==> src/core/isvm_consts.svh <==
// Constants for the interrupt source and vector map: register offsets, field positions, trap numbers.
// Assumes inclusion by bare name from the package and the design modules.
`ifndef ISVM_CONSTS_SVH
`define ISVM_CONSTS_SVH

`define ISVM_NUM_SRC 56
`define ISVM_NUM_TRAP 9
// Trap numbers of the source groups.
`define ISVM_TN_CC0 8'h10
`define ISVM_TN_CC16 8'h30
`define ISVM_TN_CC29 8'h44
`define ISVM_TN_T0 8'h20
`define ISVM_TN_T1 8'h21
`define ISVM_TN_T7 8'h3D
`define ISVM_TN_T8 8'h3E
`define ISVM_TN_GPT 8'h22
`define ISVM_TN_ADC 8'h28
`define ISVM_TN_ADE 8'h29
`define ISVM_TN_ASCT 8'h2A
`define ISVM_TN_ASCTB 8'h47
`define ISVM_TN_SSC 8'h2D
`define ISVM_TN_PWM 8'h3F
`define ISVM_TN_XP 8'h40
// Hardware trap numbers; class B sources share one number.
`define ISVM_TN_NMI 8'h02
`define ISVM_TN_STKOF 8'h04
`define ISVM_TN_STKUF 8'h06
`define ISVM_TN_CLASSB 8'h0A
// Source index boundaries.
`define ISVM_IDX_CC16 6'd16
`define ISVM_IDX_CC29 6'd29
`define ISVM_IDX_T0 6'd32
`define ISVM_IDX_GPT 6'd36
`define ISVM_IDX_ADC 6'd42
`define ISVM_IDX_ASC 6'd44
`define ISVM_IDX_SSC 6'd48
`define ISVM_IDX_PWM 6'd51
`define ISVM_IDX_XP 6'd52
// Wishbone register map, byte addresses.
`define ISVM_ADDR_CTRL_BASE 10'h000
`define ISVM_ADDR_TRAPFLAG 10'h100
`define ISVM_ADDR_STATUS 10'h104
`define ISVM_ADDR_MASK 10'h108
`define ISVM_ADDR_VECTOR 10'h10C
`define ISVM_ADDR_SERVICE 10'h110
// Control word layout: bits 1:0 group, 5:2 level, 6 enable, 7 request.
`define ISVM_F_GROUP_LEVEL_FIELD_LO 0
`define ISVM_F_PRIORITY_LEVEL_FIELD_LO 2
`define ISVM_F_IE 6
`define ISVM_F_IR 7
`define ISVM_RESET_CTRL 8'h00
`define ISVM_VEC_SHIFT 2
// Status bits of the block's own interrupt line.
`define ISVM_EV_ACCEPT 0
`define ISVM_EV_TRAP 1
`define ISVM_EV_WIDTH 2

`endif

==> src/core/isvm_pkg.sv <==
// Types shared by the interrupt source and vector map.
// Assumes isvm_consts.svh is on the include path.
`include "isvm_consts.svh"
package isvm_pkg;
	typedef struct packed {
		logic valid;
		logic [7:0] trapNumber;
		logic [3:0] level;
		logic [1:0] group;
	} isvm_req_s;
	typedef struct packed {
		logic [31:0] dat;
		logic [9:0] adr;
		logic [3:0] sel;
		logic we;
		logic cyc;
		logic stb;
	} isvm_wbreq_s;
	typedef enum logic [1:0] {
		ISVM_IDLE = 2'b00,
		ISVM_INT_SVC = 2'b01,
		ISVM_TRAP_SVC = 2'b10
	} isvm_svc_e;
endpackage

==> src/core/isvm_arbiter.sv <==
// Priority arbiter for the interrupt sources: highest level wins, then highest group, then lowest index.
// Assumes control words from the main module, same clock domain, purely combinational.
`timescale 1ns/1ps
`include "isvm_consts.svh"
module isvm_arbiter #(
	parameter int NUM_SRC = `ISVM_NUM_SRC
) (
	input wire logic [NUM_SRC-1:0][7:0] ctrlWord,
	output isvm_pkg::isvm_req_s winner,
	output logic [5:0] winnerIdx
);
	import isvm_pkg::*;

	// ----------------------------------------
	// Trap number of each source
	// ----------------------------------------
	function automatic logic [7:0] trapOf(input logic [5:0] idx);
		logic [7:0] t;
		t = 8'h00;
		if (idx < `ISVM_IDX_CC16) begin
			t = `ISVM_TN_CC0 + {2'b00, idx};
		end else if (idx < `ISVM_IDX_CC29) begin
			t = `ISVM_TN_CC16 + {2'b00, idx - `ISVM_IDX_CC16};
		end else if (idx < `ISVM_IDX_T0) begin
			t = `ISVM_TN_CC29 + {2'b00, idx - `ISVM_IDX_CC29};
		end else if (idx < `ISVM_IDX_GPT) begin
			unique case (idx - `ISVM_IDX_T0)
				6'd0: t = `ISVM_TN_T0;
				6'd1: t = `ISVM_TN_T1;
				6'd2: t = `ISVM_TN_T7;
				default: t = `ISVM_TN_T8;
			endcase
		end else if (idx < `ISVM_IDX_ADC) begin
			t = `ISVM_TN_GPT + {2'b00, idx - `ISVM_IDX_GPT};
		end else if (idx < `ISVM_IDX_ASC) begin
			t = (idx == `ISVM_IDX_ADC) ? `ISVM_TN_ADC : `ISVM_TN_ADE;
		end else if (idx < `ISVM_IDX_SSC) begin
			if (idx == `ISVM_IDX_SSC - 6'd1) begin
				t = `ISVM_TN_ASCTB;
			end else begin
				t = `ISVM_TN_ASCT + {2'b00, idx - `ISVM_IDX_ASC};
			end
		end else if (idx < `ISVM_IDX_PWM) begin
			t = `ISVM_TN_SSC + {2'b00, idx - `ISVM_IDX_SSC};
		end else if (idx == `ISVM_IDX_PWM) begin
			t = `ISVM_TN_PWM;
		end else begin
			t = `ISVM_TN_XP + {2'b00, idx - `ISVM_IDX_XP};
		end
		return t;
	endfunction

	// ----------------------------------------
	// Selection
	// ----------------------------------------
	always_comb begin
		logic [3:0] lvl;
		logic [1:0] grp;
		lvl = 4'h0;
		grp = 2'h0;
		winner = '0;
		winnerIdx = 6'd0;
		for (int i = 0; i < NUM_SRC; i++) begin
			lvl = ctrlWord[i][`ISVM_F_PRIORITY_LEVEL_FIELD_LO +: 4];
			grp = ctrlWord[i][`ISVM_F_GROUP_LEVEL_FIELD_LO +: 2];
			// Only pending and enabled sources compete.
			if (ctrlWord[i][`ISVM_F_IR] && ctrlWord[i][`ISVM_F_IE]) begin
				if (!winner.valid || lvl > winner.level ||
						(lvl == winner.level && grp > winner.group)) begin
					winner.valid = 1'b1;
					winner.level = lvl;
					winner.group = grp;
					winner.trapNumber = trapOf(6'(i));
					winnerIdx = 6'(i);
				end
			end
		end
	end
endmodule

==> src/core/isvm_controller.sv <==
// Interrupt source and vector map: per-source control words, arbitration, hardware traps, vector to the CPU.
// Assumes one 250 MHz clock, synchronous peripheral pulses on the same clock, classic Wishbone slave.
//
// Local design decisions: the register offsets and the Wishbone slave port.
`timescale 1ns/1ps
`include "isvm_consts.svh"

module isvm_controller #(
	parameter int NUM_SRC = `ISVM_NUM_SRC,
	parameter int NUM_TRAP = `ISVM_NUM_TRAP
) (
	input wire logic sys_clk,
	input wire logic rst_n,
	input wire logic [NUM_SRC-1:0] srcPulse,
	input wire logic [NUM_TRAP-1:0] trapPulse,
	input wire logic [3:0] cpuLevel,
	input wire logic cpuTake,
	input wire logic cpuReturn,
	input wire logic [31:0] wb_dat_i,
	input wire logic [9:0] wb_adr_i,
	input wire logic [3:0] wb_sel_i,
	input wire logic wb_we_i,
	input wire logic wb_cyc_i,
	input wire logic wb_stb_i,
	output logic [31:0] wb_dat_o,
	output logic wb_ack_o,
	output logic svcRequest,
	output logic svcIsTrap,
	output logic [7:0] svcTrapNumber,
	output logic [23:0] svcVector,
	output logic irq
);
	import isvm_pkg::*;

	// ----------------------------------------
	// State
	// ----------------------------------------
	logic [NUM_SRC-1:0][7:0] ctrlWord, next_ctrlWord;
	logic [NUM_TRAP-1:0] trapFlag, next_trapFlag;
	logic [`ISVM_EV_WIDTH-1:0] evStatus, next_evStatus;
	logic [`ISVM_EV_WIDTH-1:0] evMask, next_evMask;
	isvm_svc_e svcState, next_svcState;
	logic [1:0] trapClass, next_trapClass;
	// Source behind the standing offer, so that a take clears that flag even if a new winner appeared meanwhile.
	logic [5:0] svcIdx, next_svcIdx;
	logic [31:0] next_wbDat;
	logic next_wbAck;
	logic next_svcRequest, next_svcIsTrap, next_irq;
	logic [7:0] next_svcTrapNumber;
	logic [23:0] next_svcVector;

	isvm_req_s winner;
	logic [5:0] winnerIdx;

	isvm_arbiter #(
		.NUM_SRC(NUM_SRC)
	) u_arbiter (
		.ctrlWord(ctrlWord),
		.winner(winner),
		.winnerIdx(winnerIdx)
	);

	// ----------------------------------------
	// Helpers
	// ----------------------------------------
	function automatic logic [23:0] vectorOf(input logic [7:0] tn);
		return {14'h0000, tn, 2'b00};
	endfunction

	// Trap class: 2 for the class A traps (bits 0-2), 1 for class B, 0 for none.
	function automatic logic [1:0] classOf(input logic [NUM_TRAP-1:0] f);
		logic [1:0] c;
		c = 2'd0;
		if (|f[2:0]) begin
			c = 2'd2;
		end else if (|f[NUM_TRAP-1:3]) begin
			c = 2'd1;
		end
		return c;
	endfunction

	function automatic logic [7:0] trapNumOf(input logic [NUM_TRAP-1:0] f);
		logic [7:0] t;
		t = `ISVM_TN_CLASSB;
		if (f[0]) begin
			t = `ISVM_TN_NMI;
		end else if (f[1]) begin
			t = `ISVM_TN_STKOF;
		end else if (f[2]) begin
			t = `ISVM_TN_STKUF;
		end
		return t;
	endfunction

	function automatic logic [31:0] laneWrite(input logic [31:0] old, input logic [31:0] d,
			input logic [3:0] sel);
		logic [31:0] r;
		r = old;
		for (int b = 0; b < 4; b++) begin
			if (sel[b]) begin
				r[b*8 +: 8] = d[b*8 +: 8];
			end
		end
		return r;
	endfunction

	// ----------------------------------------
	// Next-state logic
	// ----------------------------------------
	always_comb begin
		logic access;
		logic [31:0] wrVal;
		logic [5:0] srcIdx;
		logic pendTrap;
		logic [1:0] pendClass;
		logic evAccept, evTrap;
		next_ctrlWord = ctrlWord;
		next_trapFlag = trapFlag;
		next_evStatus = evStatus;
		next_evMask = evMask;
		next_svcState = svcState;
		next_trapClass = trapClass;
		next_wbDat = 32'h0000_0000;
		next_wbAck = 1'b0;
		next_svcRequest = svcRequest;
		next_svcIsTrap = svcIsTrap;
		next_svcTrapNumber = svcTrapNumber;
		next_svcVector = svcVector;
		access = wb_cyc_i && wb_stb_i && !wb_ack_o;
		wrVal = 32'h0000_0000;
		srcIdx = wb_adr_i[7:2];
		evAccept = 1'b0;
		evTrap = 1'b0;
		next_svcIdx = svcIdx;
		pendTrap = |trapFlag;
		pendClass = classOf(trapFlag);

		// Bus writes first, so hardware events below win over a software clear.
		if (access) begin
			next_wbAck = 1'b1;
			if (wb_adr_i < `ISVM_ADDR_TRAPFLAG && wb_adr_i[9:8] == 2'b00 &&
					{2'b00, srcIdx} < 8'(NUM_SRC)) begin
				wrVal = laneWrite({24'h000000, ctrlWord[srcIdx]}, wb_dat_i, wb_sel_i);
				if (wb_we_i) begin
					next_ctrlWord[srcIdx] = wrVal[7:0];
				end else begin
					next_wbDat = {24'h000000, ctrlWord[srcIdx]};
				end
			end else if (wb_adr_i == `ISVM_ADDR_TRAPFLAG) begin
				wrVal = laneWrite(32'(trapFlag), wb_dat_i, wb_sel_i);
				if (wb_we_i) begin
					next_trapFlag = wrVal[NUM_TRAP-1:0];
				end else begin
					next_wbDat = 32'(trapFlag);
				end
			end else if (wb_adr_i == `ISVM_ADDR_STATUS) begin
				if (!wb_we_i) begin
					next_wbDat = 32'(evStatus);
					next_evStatus = '0;
				end
			end else if (wb_adr_i == `ISVM_ADDR_MASK) begin
				wrVal = laneWrite(32'(evMask), wb_dat_i, wb_sel_i);
				if (wb_we_i) begin
					next_evMask = wrVal[`ISVM_EV_WIDTH-1:0];
				end else begin
					next_wbDat = 32'(evMask);
				end
			end else if (wb_adr_i == `ISVM_ADDR_VECTOR) begin
				next_wbDat = {svcIsTrap, svcRequest, 6'h00, svcVector};
			end else if (wb_adr_i == `ISVM_ADDR_SERVICE) begin
				next_wbDat = {28'h0000000, trapClass, svcState};
			end
		end

		// Peripheral events set request flags regardless of the enable bit.
		for (int i = 0; i < NUM_SRC; i++) begin
			if (srcPulse[i]) begin
				next_ctrlWord[i][`ISVM_F_IR] = 1'b1;
			end
		end
		next_trapFlag = next_trapFlag | trapPulse;

		// Service offer: traps ignore all enables and the CPU level.
		if (pendTrap && (svcState != ISVM_TRAP_SVC || pendClass > trapClass)) begin
			next_svcRequest = 1'b1;
			next_svcIsTrap = 1'b1;
			next_svcTrapNumber = trapNumOf(trapFlag);
			next_svcVector = vectorOf(trapNumOf(trapFlag));
		end else if (winner.valid && svcState != ISVM_TRAP_SVC &&
				winner.level > cpuLevel) begin
			next_svcRequest = 1'b1;
			next_svcIsTrap = 1'b0;
			next_svcTrapNumber = winner.trapNumber;
			next_svcVector = vectorOf(winner.trapNumber);
			next_svcIdx = winnerIdx;
		end else begin
			next_svcRequest = 1'b0;
			next_svcIsTrap = 1'b0;
		end

		// The CPU takes the offer standing this cycle.
		if (cpuTake && svcRequest) begin
			evAccept = 1'b1;
			if (svcIsTrap) begin
				next_svcState = ISVM_TRAP_SVC;
				// The class comes from the offer taken, not from flags that may have grown since.
				next_trapClass = (svcTrapNumber == `ISVM_TN_CLASSB) ? 2'd1 : 2'd2;
				evTrap = 1'b1;
			end else begin
				next_svcState = ISVM_INT_SVC;
				next_ctrlWord[svcIdx][`ISVM_F_IR] = srcPulse[svcIdx];
			end
			next_svcRequest = 1'b0;
		end else if (cpuReturn) begin
			// Nesting depth is not tracked; the CPU restores its own context.
			next_svcState = ISVM_IDLE;
			next_trapClass = 2'd0;
		end

		next_evStatus[`ISVM_EV_ACCEPT] = next_evStatus[`ISVM_EV_ACCEPT] | evAccept;
		next_evStatus[`ISVM_EV_TRAP] = next_evStatus[`ISVM_EV_TRAP] | evTrap;
		next_irq = |(next_evStatus & next_evMask);
	end

	// ----------------------------------------
	// Registers
	// ----------------------------------------
	always_ff @(posedge sys_clk) begin
		if (!rst_n) begin
			for (int i = 0; i < NUM_SRC; i++) begin
				ctrlWord[i] <= `ISVM_RESET_CTRL;
			end
			trapFlag <= '0;
			evStatus <= '0;
			evMask <= '0;
			svcState <= ISVM_IDLE;
			trapClass <= 2'd0;
			svcIdx <= 6'd0;
			wb_dat_o <= 32'h0000_0000;
			wb_ack_o <= 1'b0;
			svcRequest <= 1'b0;
			svcIsTrap <= 1'b0;
			svcTrapNumber <= 8'h00;
			svcVector <= 24'h000000;
			irq <= 1'b0;
		end else begin
			ctrlWord <= next_ctrlWord;
			trapFlag <= next_trapFlag;
			evStatus <= next_evStatus;
			evMask <= next_evMask;
			svcState <= next_svcState;
			trapClass <= next_trapClass;
			svcIdx <= next_svcIdx;
			wb_dat_o <= next_wbDat;
			wb_ack_o <= next_wbAck;
			svcRequest <= next_svcRequest;
			svcIsTrap <= next_svcIsTrap;
			svcTrapNumber <= next_svcTrapNumber;
			svcVector <= next_svcVector;
			irq <= next_irq;
		end
	end
endmodule

==> config.mk <==
export PLATFORM = sky130hd
export DESIGN_NAME = isvm_controller
export DESIGN_NICKNAME = d
export VERILOG_FILES = /design/src/core/isvm_pkg.sv /design/src/core/isvm_arbiter.sv /design/src/core/isvm_controller.sv
export VERILOG_INCLUDE_DIRS = /design/src /design/src/core
export SDC_FILE = /design/constraint.sdc
export NUM_CORES = 2
export LEC_CHECK = 0
export BUFFER_PORTS_ARGS = -buffer_cell sky130_fd_sc_hd__buf_2
export CAP_MARGIN = 5
export CORE_AREA = 2 2 283 285
export DETAILED_ROUTE_END_ITERATION = 10
export DIE_AREA = 0 0 285 287
export GPL_ROUTABILITY_DRIVEN = 0
export PLACE_DENSITY = 0.72
export RECOVER_POWER = 50
export SYNTH_ARGS = -nofsm -noshare
export SYNTH_HDL_FRONTEND = slang
export SYNTH_SLANG_ARGS = --single-unit
==> constraint.sdc <==
create_clock -name sys_clk -period 250.9 [get_ports sys_clk]
set_input_delay 25.09 -clock sys_clk [delete_from_list [all_inputs] [get_ports sys_clk]]
set_output_delay 25.09 -clock sys_clk [all_outputs]
set_load 0.1 [all_outputs]
==> results.toml <==
[setup_path]
r2r-end = "svcIdx[3]$_SDFFE_PN0P_"
path_delay_family = "compound AO/OA/AOI/OAI gates"
reg2regPathDepth = 508
cp-end-kind = "flip-flop"
worst-path-max-fanout = 23
startpoint_type = "flip-flop"
reg2reg_from = "ctrlWord[7]$_SDFF_PN0_"
slowest_stage = "a221oi_2"
rrSetupSlack_ns = 128.23
cp.required_ns = 251.46
slowest_delay_ns = 0.92
crit_type = "reg2reg"
cp_common_cell = "ha_1"
critPathBufInv = 25
worstPathArrival_ns = 123.22

[routing]
vias = 43783
ant_nets = 0
vias_per_cell = 6.614
drt_wl_total_microns = 156700
dr.pass1.iters = 9
drt_iter0_markers = 5777
drt-wirelength-per-cell_microns = 23.67
drcViolationCount = 0

[cells_and_area]
mostFrequentLayoutCell = "nand2_1"
final_cells = 6620
fin_area_sq_um = 45640
nets = 5939
nFillCells = 7249
multi_input_area_sq_um = 30560
synthToLayoutAreaGrowth_pct = 6.205
regArea_sq_um = 9869
mostFrequentLayoutCells = "1084 x nand2_1, 493 x dfxtp_1, 391 x nor2_1"
drive_above_1_share_pct = 10.38

[sta]
worst_pin_slew_ns = 4.288
drv_slew = 719
period_minus_slack_ns = 122.67
relSlewSlack_pct = -185.8
fin_setup_tns_ns = 0
clock_skew_ns = 0.03026
fmax_mhz = 8.152
finalSetupViolCount = 0
fin_crit_sh_pct = 48.89
hold_violations = 0
rsz0062_at_grt = "false"

[synthesis]
synth_edf_count = 0
synth_ff_type = "dfxtp_1"
yosysSeqAreaShare_pct = 22.97
synthCells = 5643
ys_warn_count = 0
mappedNetlistArea_sq_um = 42970
synthArstFlopShare_pct = 0
synth_cell_types = 139
synth.avg_cell_area_sq_um = 7.615
ys_seq_elements = 493

[cts]
ctsHoldBuffers = 0
cts_tree = "done"
post_cts_buffers = 0
cts-buffers-inserted = 54
clock-sinks = 493
path_clk_slew_ns = 0.07
h-tree-depth = 2
root_buffer = "clkbuf_16"
cts_buffer_depth = 3
clock_latency_ns = 0.64
cts_resized = 0

[run_status]
violations = "capacitance limit, slew limit"
outcome = "finished with violations"

[power]
power_uw = 188.2
p_sw_share_pct = 26.77
p_leak_uw = 0.01693
power_frac_comb_pct = 8.9
net-switching-power_uw = 50.37
pwr-share-seq_pct = 42.9
p_per_area_nw_per_um2 = 4.123
intPower_uw = 137.8
ir_drop_v = 0.000004845
pwr-share-clk_pct = 48.2

[placed_design]
placed_cells = 6521
io_buffers = 125
placed_area_sq_um = 43740
dpl.hpwl_microns = 117900

[floorplanning]
start_util_pct = 54.66
dieArea_sq_um = 81800
die_x_microns = 285
ios = 190
rows = 103
coreArea_sq_um = 78610
die_h_microns = 287

[global_route]
first_global_vias = 39567
grt-ovfl-total = 0
grt_max_degree = 121
antenna_found_initial = 0
track_usage_pct = 37.05
grt_pass1_wl_microns = 237000

[hold_path]
hold_depth = 2
hold_path_class = "reg2reg"

[run]
cap_violations = 11
[per-layer routing]
layer,part of all wire (%),track usage [%],vias to the layer above
met5,0.063,0.8721,-
met4,6.1,18.59,2
met3,13,9.722,495
met2,41,55.05,2524
met1,40,49.57,20619
li1,-,-,20143
[cells by family after synthesis]
kind of cell	count (synthesis)	synth area share [%]
AO/OA/AOI/OAI	1750	28.72
XOR/XNOR	2	0.04077
adder cells (fa/ha/maj)	293	8.514
buffers and inverters	659	6.336
flip-flops	493	22.97
multiplexers	256	10.14
other	1	0.008727
AND/OR/NAND/NOR	2189	23.27
[worst max-delay path by stage]
| stage | from | end | slack (ns) | cells past startpoint |
|---|---|---|---|---|
| after global routing | ctrlWord[7]$_SDFF_PN0_ | svcIdx[3]$_SDFFE_PN0P_ | 119.17 | 509 |
| final | ctrlWord[7]$_SDFF_PN0_ | svcIdx[3]$_SDFFE_PN0P_ | 128.23 | 508 |
| after global placement | ctrlWord[7]$_SDFF_PN0_ | svcIdx[3]$_SDFFE_PN0P_ | 133.26 | 506 |
| after detailed placement | ctrlWord[7]$_SDFF_PN0_ | svcIdx[3]$_SDFFE_PN0P_ | 131.63 | 505 |
| after floorplan | flip-flop | svcIdx[3]$_SDFFE_PN0P_ | 151.85 | 531 |
| after CTS | ctrlWord[7]$_SDFF_PN0_ | svcIdx[3]$_SDFFE_PN0P_ | 131.05 | 505 |
[power groups by stage]
stage	sequential [uW]	clock [uW]	combinational, uW
2_1_floorplan	82.1	0	11.0
3_3_place_gp	82.4	0	15.8
3_5_place_dp	82.4	0	15.9
4_1_cts	80.6	90.5	15.9
5_1_grt	80.7	93.4	17.2
6_report	80.8	90.6	16.8
[synthesized netlist by cell type (all sizes together), types with 21 or more instances]
library cell / n / area [sq um]
o211ai: 58 / 459.2
nand3: 114 / 585.6
o311ai: 38 / 377.9
a31oi: 63 / 455.4
and2: 194 / 1230
or3: 32 / 217.7
a211oi: 110 / 853.3
or2: 29 / 181.4
buf: 119 / 666.9
a21oi: 291 / 1498
a211o: 21 / 186.4
a21o: 50 / 375.4
o21ai: 402 / 2038
mux4: 137 / 3089
clkbuf: 249 / 963.4
dfxtp: 493 / 9869
ha: 290 / 3628
mux2i: 65 / 658.1
inv: 291 / 1092
o21a: 61 / 457.9
o31ai: 27 / 227.7
o311a: 75 / 752.0
nor2: 395 / 1498
a21boi: 295 / 2226
nor2b: 71 / 444.2
a22oi: 27 / 217.7
nand2: 1088 / 4099
nand2b: 46 / 287.8
nand4: 25 / 177.7
mux2: 54 / 608.1
and3: 38 / 241.5
nor3: 90 / 476.7
[area by class of cell]
class                           count  area share (%)
Antenna cell                        1        0.005483
Clock buffer                       70           3.402
Clock inverter                     28          0.9404
Inverter                          291           2.393
Multi-Input combinational cell   4529           66.96
Sequential cell                   493           21.63
Tap cell                         1050           2.879
Timing Repair Buffer              158           1.790
[worst register-to-register path: cells and delay by family (launching register included)]
kind	cells	cell delay, ns
flip-flops	1	0.51
AND/OR/NAND/NOR	140	28.58
adder cells (fa/ha/maj)	58	17.84
buffers and inverters	25	4.53
AO/OA/AOI/OAI	263	65.34
multiplexers	22	5.71
[stage by stage]
| step | hold slack (ns) | util, % | setup WS [ns] |
|---|---|---|---|
| after floorplan | 0.4487 | - | 151.85 |
| after global placement | 0.4612 | 55.64 | 133.26 |
| after detailed placement | 0.4720 | 55.64 | 131.63 |
| after CTS | 0.4802 | 58.16 | 131.05 |
| after global routing | 0.5053 | 58.05 | 119.17 |
| final | 0.4819 | 58.05 | 128.23 |
Note: power is estimated with default switching activity, not from simulation.
